## src/hdl/asc_pkg.sv

```systemverilog
// Package for the scanner front-end sample timing and colour mux control.
// Assumes one 100 MHz clock standing in for the master clock; no imports.
package asc_pkg;
   // Register indices on the plain register port
   localparam logic [3:0] ADDR_SETUP1 = 4'h1;
   localparam logic [3:0] ADDR_SETUP3 = 4'h3;
   localparam logic [3:0] ADDR_ACYC_RST = 4'h5;
   localparam logic [3:0] ADDR_SETUP4 = 4'h6;
   localparam logic [3:0] ADDR_SETUP5 = 4'h8;
   localparam logic [3:0] ADDR_SETUP6 = 4'h9;
   localparam logic [3:0] ADDR_STATUS = 4'hA;
   // Reset values
   localparam logic [7:0] SETUP1_RST = 8'h03;
   localparam logic [7:0] SETUP3_RST = 8'h1F;
   localparam logic [7:0] ZERO_RST = 8'h00;
   // Setup 1 fields
   localparam int S1_EN = 0;
   localparam int S1_CDS = 1;
   localparam int S1_MONO = 2;
   localparam int S1_SELECTIVE_POWERDOWN = 3;
   localparam int S1_MODE4 = 6;
   // Setup 3 fields
   localparam int S3_CHAN_LO = 6;
   // Setup 4 fields
   localparam int S4_LINE = 0;
   localparam int S4_ACYC = 1;
   localparam int S4_FME = 2;
   localparam int S4_INTM_LO = 4;
   localparam int S4_FM_LO = 6;
   // Setup 5 fields
   localparam int S5_DET = 0;
   localparam int S5_DEL_LO = 1;
   localparam int S5_POL = 4;
   // Setup 6 block disable: bit per block
   localparam int BLK_RED = 0;
   localparam int BLK_GREEN = 1;
   localparam int BLK_BLUE = 2;
   localparam int BLK_ADC = 3;
   // Colour codes
   localparam logic [1:0] COL_RED = 2'h0;
   localparam logic [1:0] COL_GREEN = 2'h1;
   localparam logic [1:0] COL_BLUE = 2'h2;
   // Clock ratios, master clocks per pixel sync
   localparam int RATIO_STD = 6;
   localparam int RATIO_FAST = 3;
   localparam int RATIO_MAX = 2;
   localparam int RATIO_SLOW_N_MIN = 4;
endpackage

```

## src/hdl/asc_sync_if.sv

```systemverilog
// Carrier between sync detect and the top block.
// Assumes both ends share the one clock.
`timescale 1ns/1ns
interface asc_sync_if;
   logic pin;
   logic det_en;
   logic polarity;
   logic [2:0] delay;
   logic pulse;
   modport det (input pin, input det_en, input polarity, input delay, output pulse);
   modport top (output pin, output det_en, output polarity, output delay, input pulse);
endinterface

```

## src/hdl/asc_ctrl.sv

```systemverilog
// Sample timing, power-down and colour mux control for the front end.
// Assumes synchronous pins and a single-cycle register port.
`timescale 1ns/1ns
module asc_ctrl (
   input wire logic clock, // Master clock, 100 MHz
   input wire logic rst_n, // Async reset, active low
   input wire logic [3:0] reg_addr, // Register index
   input wire logic [7:0] reg_wdata, // Write data
   input wire logic reg_wr, // Write strobe
   input wire logic reg_rd, // Read strobe
   output logic [7:0] reg_rdata, // Read data, cycle after strobe
   input wire logic pixel_sync, // Pixel sync pin
   input wire logic autocycle_pulse_pin, // Auto-cycle pulse pin
   output logic sample_strobe, // Take sample this cycle
   output logic [1:0] input_mux_sel, // Selected video input
   output logic [1:0] coef_mux_sel, // Offset and gain register select
   output logic [2:0] channel_power, // Red, green, blue channels on
   output logic adc_power, // Converter on
   output logic parallel_sample, // Three inputs sampled in parallel
   output logic cds_active, // Correlated double sampling on
   output logic [3:0] sync_ratio // Expected clocks per pixel sync
);
   logic [7:0] setup1_r, setup3_r, setup4_r, setup5_r, setup6_r;
   logic [1:0] cyc_r, cyc_nxt;
   logic sync_d_r, acyc_d_r;

   // The sync detector sits behind a carrier so that its tap logic stays
   // separate from the register and mux decode below.
   asc_sync_if sif();


   // Register decode; writes apply even while powered down
   wire wr_s1 = reg_wr & (reg_addr == asc_pkg::ADDR_SETUP1);
   wire wr_s3 = reg_wr & (reg_addr == asc_pkg::ADDR_SETUP3);
   wire wr_s4 = reg_wr & (reg_addr == asc_pkg::ADDR_SETUP4);
   wire wr_s5 = reg_wr & (reg_addr == asc_pkg::ADDR_SETUP5);
   wire wr_s6 = reg_wr & (reg_addr == asc_pkg::ADDR_SETUP6);
   wire wr_acyc_rst = reg_wr & (reg_addr == asc_pkg::ADDR_ACYC_RST);

   // Field views
   wire en = setup1_r[asc_pkg::S1_EN];
   wire cds = setup1_r[asc_pkg::S1_CDS];
   wire mono = setup1_r[asc_pkg::S1_MONO];
   wire selective_powerdown = setup1_r[asc_pkg::S1_SELECTIVE_POWERDOWN];
   wire mode4 = setup1_r[asc_pkg::S1_MODE4];
   wire [1:0] channel_select = setup3_r[asc_pkg::S3_CHAN_LO +: 2];
   wire colour_line_mode = setup4_r[asc_pkg::S4_LINE];
   wire autocycle_select = setup4_r[asc_pkg::S4_ACYC];
   wire force_mux_enable = setup4_r[asc_pkg::S4_FME];
   wire [1:0] internal_colour_select = setup4_r[asc_pkg::S4_INTM_LO +: 2];
   wire [1:0] forced_input_select = setup4_r[asc_pkg::S4_FM_LO +: 2];
   wire sync_edge_detect_en = setup5_r[asc_pkg::S5_DET];
   wire [2:0] sync_delay = setup5_r[asc_pkg::S5_DEL_LO +: 3];
   wire sync_edge_polarity = setup5_r[asc_pkg::S5_POL];
   wire [3:0] block_disable = setup6_r[3:0];

   assign sif.pin = pixel_sync;
   assign sif.det_en = sync_edge_detect_en;
   assign sif.polarity = sync_edge_polarity;
   assign sif.delay = sync_delay;
   asc_sync_detect u_det (
      .clock(clock),
      .rst_n(rst_n),
      .s(sif.det)
   );

   // Pin path: the pin pulse has ended when it reads low after high
   wire pin_end = sync_d_r & ~pixel_sync;
   // The internal pulse is caught this cycle, so the sample falls on the next edge
   wire take_sample = sync_edge_detect_en ? sif.pulse : pin_end;


   // Power-down decode
   // Selective mode ignores the enable bit entirely; a block whose disable
   // bit is clear stays on even with the enable bit low, save green and blue, which colour line mode turns off.
   wire [3:0] blk_on = selective_powerdown ? ~block_disable : {4{en}};
   wire line_mode = colour_line_mode | mono;
   wire [2:0] ch_on_nxt = {blk_on[asc_pkg::BLK_BLUE] & ~colour_line_mode,
                           blk_on[asc_pkg::BLK_GREEN] & ~colour_line_mode,
                           blk_on[asc_pkg::BLK_RED]};


   // Auto-cycle: a rising pin edge advances red, green, blue, red
   // A held-high pin advances only once; the reset write wins over an
   // advance in the same cycle so software always lands on red.
   wire acyc_rise = autocycle_pulse_pin & ~acyc_d_r;
   wire cyc_adv = colour_line_mode & autocycle_select & acyc_rise;
   assign cyc_nxt = wr_acyc_rst ? asc_pkg::COL_RED :
                    ~cyc_adv ? cyc_r :
                    (cyc_r == asc_pkg::COL_BLUE) ? asc_pkg::COL_RED : cyc_r + 2'h1;


   // Mux selection per force and auto-cycle bits
   // Outside line mode the channel select field drives both muxes, so
   // software may rewrite it between lines without touching setup 4.
   wire [1:0] coef_src = autocycle_select ? cyc_r : internal_colour_select;
   wire [1:0] in_line = force_mux_enable ? forced_input_select : coef_src;
   wire [1:0] in_sel_nxt = colour_line_mode ? in_line : channel_select;
   wire [1:0] coef_sel_nxt = colour_line_mode ? coef_src : channel_select;

   // Ratio expected of the controller for the selected mode
   wire [3:0] ratio_nxt = mode4 ? 4'(asc_pkg::RATIO_MAX) :
                          4'(asc_pkg::RATIO_STD);

   always_ff @(posedge clock or negedge rst_n) begin
      if (!rst_n) begin
         setup1_r <= asc_pkg::SETUP1_RST;
         setup3_r <= asc_pkg::SETUP3_RST;
         setup4_r <= asc_pkg::ZERO_RST;
         setup5_r <= asc_pkg::ZERO_RST;
         setup6_r <= asc_pkg::ZERO_RST;
      end else begin
         if (wr_s1) setup1_r <= reg_wdata;
         if (wr_s3) setup3_r <= reg_wdata;
         if (wr_s4) setup4_r <= reg_wdata;
         if (wr_s5) setup5_r <= {3'h0, reg_wdata[4:0]};
         if (wr_s6) setup6_r <= {4'h0, reg_wdata[3:0]};
      end
   end

   // Read mux; unmapped and write-only indices read zero
   logic [7:0] rd_mux;
   always_comb begin
      rd_mux = 8'h00;
      unique case (reg_addr)
         asc_pkg::ADDR_SETUP1: rd_mux = setup1_r;
         asc_pkg::ADDR_SETUP3: rd_mux = setup3_r;
         asc_pkg::ADDR_SETUP4: rd_mux = setup4_r;
         asc_pkg::ADDR_SETUP5: rd_mux = setup5_r;
         asc_pkg::ADDR_SETUP6: rd_mux = setup6_r;
         asc_pkg::ADDR_STATUS: rd_mux = {cyc_r, input_mux_sel, 1'b0, channel_power};
         default: rd_mux = 8'h00;
      endcase
   end

   always_ff @(posedge clock or negedge rst_n) begin
      if (!rst_n) begin
         reg_rdata <= 8'h00;
         sync_d_r <= 1'b0;
         acyc_d_r <= 1'b0;
         cyc_r <= asc_pkg::COL_RED;
         sample_strobe <= 1'b0;
         input_mux_sel <= asc_pkg::COL_RED;
         coef_mux_sel <= asc_pkg::COL_RED;
         channel_power <= 3'h0;
         adc_power <= 1'b0;
         parallel_sample <= 1'b0;
         cds_active <= 1'b0;
         sync_ratio <= 4'h0;
      end else begin
         reg_rdata <= reg_rd ? rd_mux : 8'h00;
         sync_d_r <= pixel_sync;
         acyc_d_r <= autocycle_pulse_pin;
         cyc_r <= cyc_nxt;
         sample_strobe <= take_sample;
         input_mux_sel <= in_sel_nxt;
         coef_mux_sel <= coef_sel_nxt;
         channel_power <= ch_on_nxt;
         adc_power <= blk_on[asc_pkg::BLK_ADC];
         parallel_sample <= ~line_mode;
         cds_active <= cds & ~mode4;
         sync_ratio <= ratio_nxt;
      end
   end

   // Assertions
   a_acyc_reset_red: assert property (@(posedge clock) disable iff (!rst_n)
      wr_acyc_rst |=> (cyc_r == asc_pkg::COL_RED))
      else $error("auto-cycle reset did not select red");
   a_line_powers_down: assert property (@(posedge clock) disable iff (!rst_n)
      colour_line_mode |=> (channel_power[2:1] == 2'h0))
      else $error("green or blue powered in line mode");
   a_pin_sample: assert property (@(posedge clock) disable iff (!rst_n)
      (!sync_edge_detect_en && $fell(pixel_sync)) |=> sample_strobe)
      else $error("no sample after sync fell");
   a_global_enable: assert property (@(posedge clock) disable iff (!rst_n)
      (!selective_powerdown && !en && !colour_line_mode) |=> (channel_power == 3'h0 && !adc_power))
      else $error("global power-down not applied");
   a_selective_off: assert property (@(posedge clock) disable iff (!rst_n)
      (selective_powerdown && block_disable[asc_pkg::BLK_ADC]) |=> !adc_power)
      else $error("disabled converter still on");
   a_cycle_advance: assert property (@(posedge clock) disable iff (!rst_n)
      (cyc_adv && !wr_acyc_rst && cyc_r == asc_pkg::COL_GREEN)
      |=> (cyc_r == asc_pkg::COL_BLUE))
      else $error("auto-cycle did not advance");
   a_force_input: assert property (@(posedge clock) disable iff (!rst_n)
      (colour_line_mode && force_mux_enable) |=> (input_mux_sel == $past(forced_input_select)))
      else $error("forced input not applied");
   a_mono_channel: assert property (@(posedge clock) disable iff (!rst_n)
      (!colour_line_mode) |=> (input_mux_sel == $past(channel_select)))
      else $error("channel select not followed");
   a_max_no_cds: assert property (@(posedge clock) disable iff (!rst_n)
      mode4 |=> !cds_active ##0 (sync_ratio == 4'h2))
      else $error("max speed mode wrong");

   // Sync path checks
   a_rise_detect: assert property (@(posedge clock) disable iff (!rst_n)
      (sync_edge_detect_en && sync_edge_polarity && $rose(pixel_sync)) |-> u_det.edge_hit)
      else $error("rising sync edge missed");

   a_fall_detect: assert property (@(posedge clock) disable iff (!rst_n)
      (sync_edge_detect_en && !sync_edge_polarity && $fell(pixel_sync)) |-> u_det.edge_hit)
      else $error("falling sync edge missed");

   a_detect_off: assert property (@(posedge clock) disable iff (!rst_n)
      !sync_edge_detect_en |-> !u_det.edge_hit)
      else $error("edge pulse while detector off");

   a_delay_seven: assert property (@(posedge clock) disable iff (!rst_n)
      (sync_edge_detect_en && sync_delay == 3'h7 && u_det.edge_hit) |-> ##8 sample_strobe)
      else $error("delayed sync pulse late or lost");

   a_internal_sample: assert property (@(posedge clock) disable iff (!rst_n)
      (sync_edge_detect_en && sif.pulse) |=> sample_strobe)
      else $error("internal pulse not sampled");

   a_pin_replaced: assert property (@(posedge clock) disable iff (!rst_n)
      (sync_edge_detect_en && !sif.pulse) |=> !sample_strobe)
      else $error("pin pulse used with detector on");

   a_pin_idle: assert property (@(posedge clock) disable iff (!rst_n)
      (!sync_edge_detect_en && !pin_end) |=> !sample_strobe)
      else $error("sample without pin pulse end");

   // Power and register checks
   a_enable_up: assert property (@(posedge clock) disable iff (!rst_n)
      (!selective_powerdown && en) |=> (adc_power && channel_power[0]))
      else $error("enabled device not powered");

   a_selective_red: assert property (@(posedge clock) disable iff (!rst_n)
      (selective_powerdown && block_disable[asc_pkg::BLK_RED]) |=> !channel_power[0])
      else $error("disabled red channel still on");

   a_selective_keep: assert property (@(posedge clock) disable iff (!rst_n)
      (selective_powerdown && !block_disable[asc_pkg::BLK_ADC]) |=> adc_power)
      else $error("converter off though not disabled");

   a_line_red_kept: assert property (@(posedge clock) disable iff (!rst_n)
      (colour_line_mode && !selective_powerdown && en) |=> channel_power[0])
      else $error("red channel lost in line mode");

   a_regs_kept: assert property (@(posedge clock) disable iff (!rst_n)
      wr_s6 |=> (setup6_r == {4'h0, $past(reg_wdata[3:0])}))
      else $error("register write lost");

   a_read_setup1: assert property (@(posedge clock) disable iff (!rst_n)
      (reg_rd && reg_addr == asc_pkg::ADDR_SETUP1) |=> (reg_rdata == $past(setup1_r)))
      else $error("setup 1 read back wrong");

   // Mode checks
   a_single_channel: assert property (@(posedge clock) disable iff (!rst_n)
      (colour_line_mode || mono) |=> !parallel_sample)
      else $error("parallel sampling in line mode");

   a_parallel_mode: assert property (@(posedge clock) disable iff (!rst_n)
      (!colour_line_mode && !mono) |=> parallel_sample)
      else $error("pixel mode not parallel");

   a_std_ratio: assert property (@(posedge clock) disable iff (!rst_n)
      !mode4 |=> (sync_ratio == 4'h6))
      else $error("standard ratio wrong");

   a_cds_follow: assert property (@(posedge clock) disable iff (!rst_n)
      (cds && !mode4) |=> cds_active)
      else $error("double sampling not applied");

   // Mux checks
   a_mono_coef: assert property (@(posedge clock) disable iff (!rst_n)
      !colour_line_mode |=> (coef_mux_sel == $past(channel_select)))
      else $error("coefficient select not following channel");

   a_internal_sel: assert property (@(posedge clock) disable iff (!rst_n)
      (colour_line_mode && !force_mux_enable && !autocycle_select)
      |=> (input_mux_sel == $past(internal_colour_select) &&
           coef_mux_sel == $past(internal_colour_select)))
      else $error("internal select not followed");

   a_coef_cycle: assert property (@(posedge clock) disable iff (!rst_n)
      (colour_line_mode && autocycle_select) |=> (coef_mux_sel == $past(cyc_r)))
      else $error("coefficients not cycling");

   a_all_cycle: assert property (@(posedge clock) disable iff (!rst_n)
      (colour_line_mode && autocycle_select && !force_mux_enable)
      |=> (input_mux_sel == $past(cyc_r)))
      else $error("input mux not cycling");

   a_cycle_wrap: assert property (@(posedge clock) disable iff (!rst_n)
      (cyc_adv && !wr_acyc_rst && cyc_r == asc_pkg::COL_BLUE)
      |=> (cyc_r == asc_pkg::COL_RED))
      else $error("auto-cycle did not wrap to red");
endmodule

```

## src/hdl/asc_sync_detect.sv

```systemverilog
// Pixel sync edge detector with programmable delay.
// Assumes the sync pin is already synchronous to the clock.
`timescale 1ns/1ns
module asc_sync_detect (
   input wire logic clock, // Master clock
   input wire logic rst_n, // Async reset, low
   asc_sync_if.det s // Sync carrier
);
   logic pin_d_r;
   logic [7:0] dly_r;
   wire rise = s.pin & ~pin_d_r;
   wire fall = ~s.pin & pin_d_r;
   wire edge_hit = s.det_en & (s.polarity ? rise : fall);
   always_ff @(posedge clock or negedge rst_n) begin
      if (!rst_n) begin
         pin_d_r <= 1'b0;
         dly_r <= 8'h00;
      end else begin
         pin_d_r <= s.pin;
         dly_r <= {dly_r[6:0], edge_hit};
      end
   end
   // Tap 0 is the undelayed edge pulse; tap n is n clocks later
   assign s.pulse = (s.delay == 3'h0) ? edge_hit : dly_r[s.delay - 3'h1];
endmodule

```

## config.mk

```make
export PLATFORM = sky130hd
export DESIGN_NAME = asc_ctrl
export DESIGN_NICKNAME = d
export VERILOG_FILES = /design/src/hdl/asc_pkg.sv /design/src/hdl/asc_sync_if.sv /design/src/hdl/asc_ctrl.sv /design/src/hdl/asc_sync_detect.sv
export SDC_FILE = /design/constraint.sdc
export NUM_CORES = 1
export LEC_CHECK = 0
export BUFFER_PORTS_ARGS = -buffer_cell sky130_fd_sc_hd__clkbuf_2
export CAP_MARGIN = 5
export CORE_ASPECT_RATIO = 1.5
export CORE_UTILIZATION = 47
export DETAILED_ROUTE_END_ITERATION = 7
export PLACE_DENSITY = 0.67
export REMOVE_ABC_BUFFERS = 1
export SLEW_MARGIN = 25
export SYNTH_ARGS = -nofsm -noshare
export SYNTH_HDL_FRONTEND = slang
export SYNTH_SLANG_ARGS = --single-unit
```

## constraint.sdc

```tcl
create_clock -name clock -period 1.75 [get_ports clock]
set_input_delay 0.35 -clock clock [delete_from_list [all_inputs] [get_ports clock]]
set_output_delay 0.35 -clock clock [all_outputs]
set_load 0.01 [all_outputs]
```

==> impl_metrics.yaml, run 1 <==
status:
  status: "finished, final reports clean"
global_routing:
  antenna_found_initial: 0
  grt_max_degree: 67
  grt_overflow: 0
  grt_pass1_wl_um: 10200
  grt_pass1_vias: 2032
  grt.total_usage_pct: 21.8
critical_path:
  crit_arrival_ns: 1.83
  cp_slowest_cell: "a2111oi_0"
  criticalPathCategory: "flip-flop to flip-flop"
  crit_path_end_kind: "flip-flop"
  max_stage_delay_ns: 0.39
  start_kind: "flip-flop"
  path_cells: "inv_1 -> ha_1 -> nor2b_1 -> a2111oi_0 -> o32ai_1 -> a32o_1"
  critPathRequiredTime_ns: 1.97
  crit_fanout: 4
hold_path:
  hold_class: "primary input to async pin"
logic_synthesis:
  synth_common_cells: "dfrtp_1, mux2_2, a21oi_1, nor2b_1"
  yosys.area.top_type: "dfrtp_1"
  synth_edf_count: 0
  synthFlopType: "dfrtp_1"
  yosysSeqAreaShare_pct: 56.2
  yosysWarnings: 0
  synth_most_common_cell: "dfrtp_1"
  ys_ff_latch: 66
  ys_top_cells_by_area: "dfrtp_1, mux2_2, dfstp_2, mux2_4, a21oi_1"
  synth_top_area_share_pct: 50.0
  synth_cell_type_count: 46
  async_reset_ff_share_pct: 100
  netlist_area_sq_um: 2960
  synthCells: 231
  postSynthAreaPerCell_sq_um: 12.8
detailed_routing:
  via_per_inst: 5.52
  firstDrtPassIters: 4
  ant_nets: 0
  first_iter_violations: 99
  wl_per_cell_um: 17.8
  wl_um: 6470
  vias: 2008
  drc: 0
final_layout:
  final_util_pct: 57.5
  antenna_cells: 0
  fin_nets: 305
  final_cells: 364
  final_cell_area_sq_um: 3500
  area_delta_synth_final_pct: 18.3
  layout-drive-gt1-share_pct: 40.0
clock_tree:
  cts_setup_buffers: 0
  clkSinkCount: 66
  cts_buffer_depth: 2
  cts_buffers: 9
  ctsResizeCount: 0
  postCtsHoldBufs: 0
  htreeDepth: 3
  clock_latency_ns: 0.34
  clk_pin_slew_ns: 0.06
  cts_root_buf: "clkbuf_8"
  cts_tree: "yes"
floorplanning:
  num_rows: 35
  initial_utilization_pct: 48.6
  die-area_sq_um: 6620
  fp.coreArea_sq_um: 6090
  ios: 41
  die_h_um: 99.1
  die_w_um: 66.7
sta:
  layout_min_cycle_time_ns: 1.61
  setup_tns_ns: 0
  finalHoldViolCount: 0
  slew_violations: 0
  rsz0062_at_grt: "no"
  min_period_over_period_pct: 91.9
  setup_viol: 0
  fin_skew_ns: 0.00625
  clock.fmax_mhz: 622
placement:
  dpl.hpwl_um: 4630
  placement.io_buffers: 38
  gp_congestion: 0.799
  place_area_sq_um: 3300
  placed_cells: 348
pwr:
  clockPowerShare_pct: 29.8
  p_leak_nw: 1.65
  p_comb_share_pct: 20.3
  intPower_w: 0.00307
  switching_share_pct: 28.0
  ir_worst_vdd_mv: 0.571
  seq_power_share_pct: 49.9
  power_density_nw_per_um2: 1220
  power.switching_w: 0.00119
job:
  drv_cap: 0
-- kinds of logic (layout without fill, tap and decap cells) --
group | count (synthesis) | in the layout | share of synthesized area [%]
flops | 66 | 66 | 56.2
simple gates | 52 | 52 | 11.3
compound gates | 47 | 47 | 10.2
mux | 44 | 44 | 18.0
buf+inv | 17 | 75 | 2.92
fa+ha+maj | 2 | 2 | 0.847
other cells | 2 | 3 | 0.254
xor+xnor | 1 | 1 | 0.296
-- power by group through the flow --
stage	combinational (W)	clock, W	sequential [W]
detailed placement	0.000868	0	0.00215
floorplan	0.000517	0	0.00212
finish	0.000867	0.00127	0.00213
global placement	0.000850	0	0.00214
global route	0.000957	0.00137	0.00216
CTS	0.000874	0.00130	0.00213
-- worst paths after layout --
path                                      from             end  slack (ns)  cells after the start
max                                setup5_r[1]   sample_strobe        0.14                      6
min                                      rst_n  u_det.dly_r[4]       0.005                      2
max reg2reg                        setup5_r[1]   sample_strobe        0.14                      6
min reg2reg                     u_det.dly_r[0]  u_det.dly_r[1]        0.38                      0
max in group asynchronous                rst_n     setup3_r[1]        1.40                      2
min in group clock         autocycle_pulse_pin        acyc_d_r        0.14                      1
-- critical path: cells and delay by family (launching register included) --
family / cells / cell delay [ns]
AO/OA/AOI/OAI: 3 / 0.75
AND/OR/NAND/NOR: 1 / 0.16
buffers and inverters: 1 / 0.06
flip-flops: 1 / 0.35
adder cells (fa/ha/maj): 1 / 0.18
-- metal layers --
metal	track usage [%]	vias up	wire length [um]
met5	0	-	0
met4	10.5	0	170
met3	5.50	15	237
met2	35.9	46	3430
met1	26.2	1018	2630
li1	-	929	-
-- cell usage in the layout (no fill, tap or decap), drive strengths merged, types with 2 or more instances in the layout --
cell,instances
nor2,9
clkbuf,51
nand3,3
mux2,38
mux2i,5
ha,2
nor2b,11
nand4b,2
a31oi,3
dfrtp,59
and2,3
o21ai,8
a22oi,6
conb,3
a22o,7
inv,7
and2b,2
dfstp,7
buf,15
nand2,8
a21oi,17
nand3b,5
nand2b,2
nor3b,2
-- through the flow --
stage	power, W	hold slack, ns	setup slack (ns)
6_report	0.00426	0.00485	0.141
5_1_grt	0.00449	0.0432	0.0593
4_1_cts	0.00430	0.0267	0.163
3_5_place_dp	0.00302	0.363	0.0859
3_3_place_gp	0.00299	0.358	0.102
2_1_floorplan	0.00263	0.0544	0.146
-- state kept, by name, summed over array words and instances, names as in the netlist --
signal / count
adc_power: 1
acyc_d_r: 1
setup6_r: 4
input_mux_sel: 2
cds_active: 1
cyc_r: 2
channel_power: 3
sync_ratio: 2
sample_strobe: 1
coef_mux_sel: 2
parallel_sample: 1
u_det.pin_d_r: 1
setup4_r: 8
u_det.dly_r: 8
setup5_r: 5
setup3_r: 8
setup1_r: 8
reg_rdata: 8
-- cell type report --
class                           instances  area (sq um)
Inverter                                7          26.3
Timing Repair Buffer                   52           308
Clock buffer                           14           163
Multi-Input combinational cell        149          1210
Tap cell                               74          92.6
Clock inverter                          2          35.0
Fill cell                             534          2590
Sequential cell                        66          1660
Power figures use the tool's default switching activity.
==> run 2: changes to the inputs <==
--- a/config.mk
+++ b/config.mk
@@ -7,7 +7,6 @@
 export LEC_CHECK = 0
 export BUFFER_PORTS_ARGS = -buffer_cell sky130_fd_sc_hd__clkbuf_2
 export CAP_MARGIN = 5
-export CORE_ASPECT_RATIO = 1.5
 export CORE_UTILIZATION = 47
 export DETAILED_ROUTE_END_ITERATION = 7
 export PLACE_DENSITY = 0.67
==> impl_metrics.yaml, run 2 (synthesis results as in run 1) <==
detailed_routing:
  ant_nets: 0
  vias: 2019
  wl_um: 6280
  wl_per_cell_um: 17.2
  first_iter_violations: 95
  firstDrtPassIters: 5
  drc: 0
  via_per_inst: 5.52
critical_path:
  regToRegStartpoint: "setup5_r[2]"
  start_kind: "flip-flop"
  cp_slowest_cell: "a2111oi_0"
  criticalPathCategory: "flip-flop to flip-flop"
  crit_fanout: 3
  crit_path_end_kind: "flip-flop"
  crit_arrival_ns: 1.81
  crit_path_start: "setup5_r[2]"
  path_cells: "inv_1 -> ha_1 -> nor2b_1 -> a2111oi_0 -> o32ai_1 -> a32o_1"
  max_stage_delay_ns: 0.38
  critPathRequiredTime_ns: 1.99
clock_tree:
  cts_setup_buffers: 0
  clock_latency_ns: 0.35
  clk_pin_slew_ns: 0.07
  postCtsHoldBufs: 0
  htreeDepth: 3
  ctsResizeCount: 0
  cts_buffers: 9
  cts_buffer_depth: 2
  cts_root_buf: "clkbuf_8"
  cts_tree: "yes"
  clkSinkCount: 66
sta:
  fin_skew_ns: 0.00772
  setup_viol: 0
  min_period_over_period_pct: 89.8
  layout_min_cycle_time_ns: 1.57
  slew_violations: 0
  setup_tns_ns: 0
  clock.fmax_mhz: 637
  rsz0062_at_grt: "no"
  finalHoldViolCount: 0
placement:
  placement.io_buffers: 38
  place_area_sq_um: 3310
  dpl.hpwl_um: 4480
  gp_congestion: 0.843
  placed_cells: 350
floorplanning:
  ios: 41
  die_w_um: 81.3
  num_rows: 28
  die-area_sq_um: 6610
  initial_utilization_pct: 49.3
  die_h_um: 81.3
  fp.coreArea_sq_um: 5990
final_layout:
  num-fill-cells: 490
  final_cells: 366
  area_delta_synth_final_pct: 19.3
  regArea_sq_um: 1660
  fin_nets: 306
  multi_input_area_sq_um: 1210
  final_cell_mix: "dfrtp_1, clkbuf_2, mux2_2"
  antenna_cells: 0
  layout-drive-gt1-share_pct: 41.2
  final_common_cell: "dfrtp_1"
  final_cell_area_sq_um: 3530
global_routing:
  grt_pass1_wl_um: 10100
  grt_max_degree: 67
  antenna_found_initial: 0
  grt_overflow: 0
  grt.total_usage_pct: 21.4
  grt_pass1_vias: 1980
pwr:
  ir_worst_vdd_mv: 0.807
  power_density_nw_per_um2: 1240
  p_leak_nw: 1.66
job:
  drv_cap: 0
status:
  status: "finished, final reports clean"
hold_path:
  hold_class: "primary input to async pin"
[run 2: cell count changes in the layout (fill, tap and decap cells not counted)]
cell        delta
buf_4          +1
bufinv_16      +1
clkbuf_1       -3
clkbuf_8       -2
clkinv_2       +1
clkinv_4       +1
clkinvlp_4     +2
[run 2: final timing paths]
check | cells after the start | slack [ns] | to
worst max-delay path | 6 | 0.18 | sample_strobe
worst min-delay path | 2 | 0.004 | cyc_r[0]
worst max register to register | 6 | 0.18 | sample_strobe
worst min register to register | 0 | 0.38 | u_det.dly_r[3]
max in group asynchronous | 2 | 1.41 | setup3_r[2]
min in group clock | 1 | 0.14 | acyc_d_r
[run 2: final cells by class]
cell class,count,area share (%)
Clock inverter,7,2.66
Tap cell,75,2.66
Multi-Input combinational cell,149,34.4
Timing Repair Buffer,53,8.94
Clock buffer,9,3.51
Sequential cell,66,47.1
Inverter,7,0.745
[run 2: metrics by stage]
step / hold WS [ns] / setup WS (ns) / utilization [%] / power [W]
after floorplan: 0.0544 / 0.146 / - / 0.00263
after global routing: 0.0387 / 0.0195 / 58.9 / 0.00461
after detailed placement: 0.360 / 0.0203 / 55.2 / 0.00303
after CTS: 0.0185 / 0.165 / 58.9 / 0.00443
final: 0.00387 / 0.179 / 58.9 / 0.00439
after global placement: 0.361 / 0.0722 / 55.2 / 0.00300
[run 2: routing by layer]
layer	GRT usage [%]	wire length (um)	vias up
met1	29.0	2970	1022
met4	8.39	136	0
met3	6.52	249	12
met5	0	0	-
li1	-	-	936
met2	31.9	2930	49
[run 2: power by group]
part / total (W) / internal, W / switching (W)
combinational: 0.000891 / 0.000481 / 0.000409
sequential: 0.00211 / 0.00187 / 0.000238
clock: 0.00139 / 0.000798 / 0.000595
[run 2: worst max-delay path, delay by kind of cell, from the launching register on]
kind / cells / cell delay (ns)
AOI/OAI and AO/OA: 3 / 0.72
adders and majority gates: 1 / 0.17
buffers and inverters: 1 / 0.07
DFF: 1 / 0.37
and+or+nand+nor: 1 / 0.13
==> run 3: changes to the inputs <==
==> constraint.sdc (replaced) <==
create_clock -name clock -period 2 [get_ports clock]
set_input_delay 0.4 -clock clock [delete_from_list [all_inputs] [get_ports clock]]
set_output_delay 0.4 -clock clock [all_outputs]
set_load 0.01 [all_outputs]
==> impl_metrics.yaml, run 3 (synthesis results as in run 1) <==
clock_tree:
  cts_buffer_depth: 2
  cts_buffers: 9
  clock_latency_ns: 0.34
  clk_pin_slew_ns: 0.07
  clkSinkCount: 66
  cts_tree: "yes"
  htreeDepth: 3
  cts_root_buf: "clkbuf_8"
pwr:
  p_leak_nw: 1.63
  ir_worst_vdd_mv: 0.686
  power_density_nw_per_um2: 1060
final_layout:
  antenna_cells: 0
  regArea_sq_um: 1660
  num-fill-cells: 506
  final_cell_mix: "dfrtp_1, clkbuf_2, mux2_2"
  fin_nets: 302
  final_cells: 362
  layout-drive-gt1-share_pct: 39.0
  final_util_pct: 57.9
  multi_input_area_sq_um: 1210
  area_delta_synth_final_pct: 17.4
  final_common_cell: "dfrtp_1"
critical_path:
  worstRegToRegCells: 6
  crit_fanout: 7
  criticalPathCategory: "flip-flop to flip-flop"
  start_kind: "flip-flop"
  crit_path_end_kind: "flip-flop"
  regToRegStartpoint: "setup5_r[1]"
  critPathRequiredTime_ns: 2.22
  r2r_end: "sample_strobe"
  crit_arrival_ns: 1.95
  rrSetupSlack_ns: 0.27
sta:
  rsz0062_at_grt: "no"
  clock.fmax_mhz: 579
  finalHoldViolCount: 0
  layout_min_cycle_time_ns: 1.73
  min_period_over_period_pct: 86.4
  slew_violations: 0
  setup_tns_ns: 0
  fin_skew_ns: 0.00760
  setup_ws_ns: 0.272
  setup_viol: 0
floorplanning:
  fp.coreArea_sq_um: 5990
  die_h_um: 81.3
  die_w_um: 81.3
  ios: 41
  num_rows: 28
  initial_utilization_pct: 49.3
  die-area_sq_um: 6610
global_routing:
  grt_pass1_vias: 1937
  grt.total_usage_pct: 21.6
  antenna_found_initial: 0
  grt_overflow: 0
  grt_max_degree: 51
  grt_pass1_wl_um: 10300
hold_path:
  hold_depth: 1
  hold_class: "primary input to flip-flop"
  hp-start: "autocycle_pulse_pin"
  min_to: "acyc_d_r"
detailed_routing:
  first_iter_violations: 110
  via_per_inst: 5.43
  met3_length_um: 252
  firstDrtPassIters: 4
  vias: 1965
  wl_met2_um: 2890
  ant_nets: 0
  wl_um: 6140
  wl_per_cell_um: 17.0
  wl_met1_um: 2930
  drc: 0
  highest_layer: "met4"
placement:
  placed_cells: 345
  pre_cts_ws_ns: 0.229
  gp_congestion: 0.863
  dpl.hpwl_um: 4430
  placement.io_buffers: 38
status:
  status: "finished, final reports clean"
job:
  drv_cap: 0
run 3: changes by cell type in the layout (fill, tap and decap cells not counted), sizes merged:
cell and delta:
buf -5, clkbuf +4, clkinvlp -2, bufinv -1, clkinv -1, dlygate4sd3 +1
run 3: critical path, cell delays in order (launching register included):
cell	delay (ns)
dfrtp_1	0.47
inv_1	0.10
ha_1	0.19
nor2b_1	0.16
a2111oi_0	0.37
o32ai_1	0.12
a32o_1	0.21
run 3: power breakdown:
| group | leakage (nW) | internal, W | switching (W) |
|---|---|---|---|
| Clock | 0.0974 | 0.000607 | 0.000464 |
| Sequential | 0.821 | 0.00163 | 0.000231 |
| Combinational | 0.709 | 0.000401 | 0.000334 |
run 3: worst max-delay path by stage:
stage,startpoint,to,slack (ns),cells after the start
final,setup5_r[1],sample_strobe,0.27,6
after floorplan,setup5_r[1],sample_strobe,0.40,6
after global placement,reg_addr[2],setup4_r[2],0.26,5
after CTS,setup5_r[1],sample_strobe,0.27,6
after global routing,setup5_r[1],sample_strobe,0.08,6
after detailed placement,reg_addr[2],setup4_r[0],0.23,5
run 3: per-layer routing:
metal / global-route usage (%) / vias to the layer above
met1: 30.7 / 978
met2: 32.2 / 46
met4: 6.96 / 0
met3: 5.51 / 7
li1: - / 934
met5: 0 / -
run 3: area by class of cell:
cell class                 count  area share [%]
clock inverter                 3            1.15
tap                           75            2.70
clock buffer                  13            4.29
inverter                       7           0.757
timing repair buffer          49            8.29
multi-input combinational    149            34.9
sequential                    66            47.9
run 3: repair_timing:
item / CTS / global route
hold endpoints to repair: 16 / 0
hold buffers: 1 / 0
endpoints found under the setup margin: 0 / 0
setup buffers: 0 / 0
gates resized for setup: 0 / 0
run 3: stage by stage:
| stage | hold WS (ns) | power [W] | area [sq um] |
|---|---|---|---|
| floorplan | 0.104 | 0.00230 | 2900 |
| global placement | 0.345 | 0.00260 | 3270 |
| detailed placement | 0.350 | 0.00262 | 3270 |
| CTS | 0.175 | 0.00371 | 3470 |
| global route | 0.168 | 0.00389 | 3470 |
| finish | 0.187 | 0.00367 | 3470 |
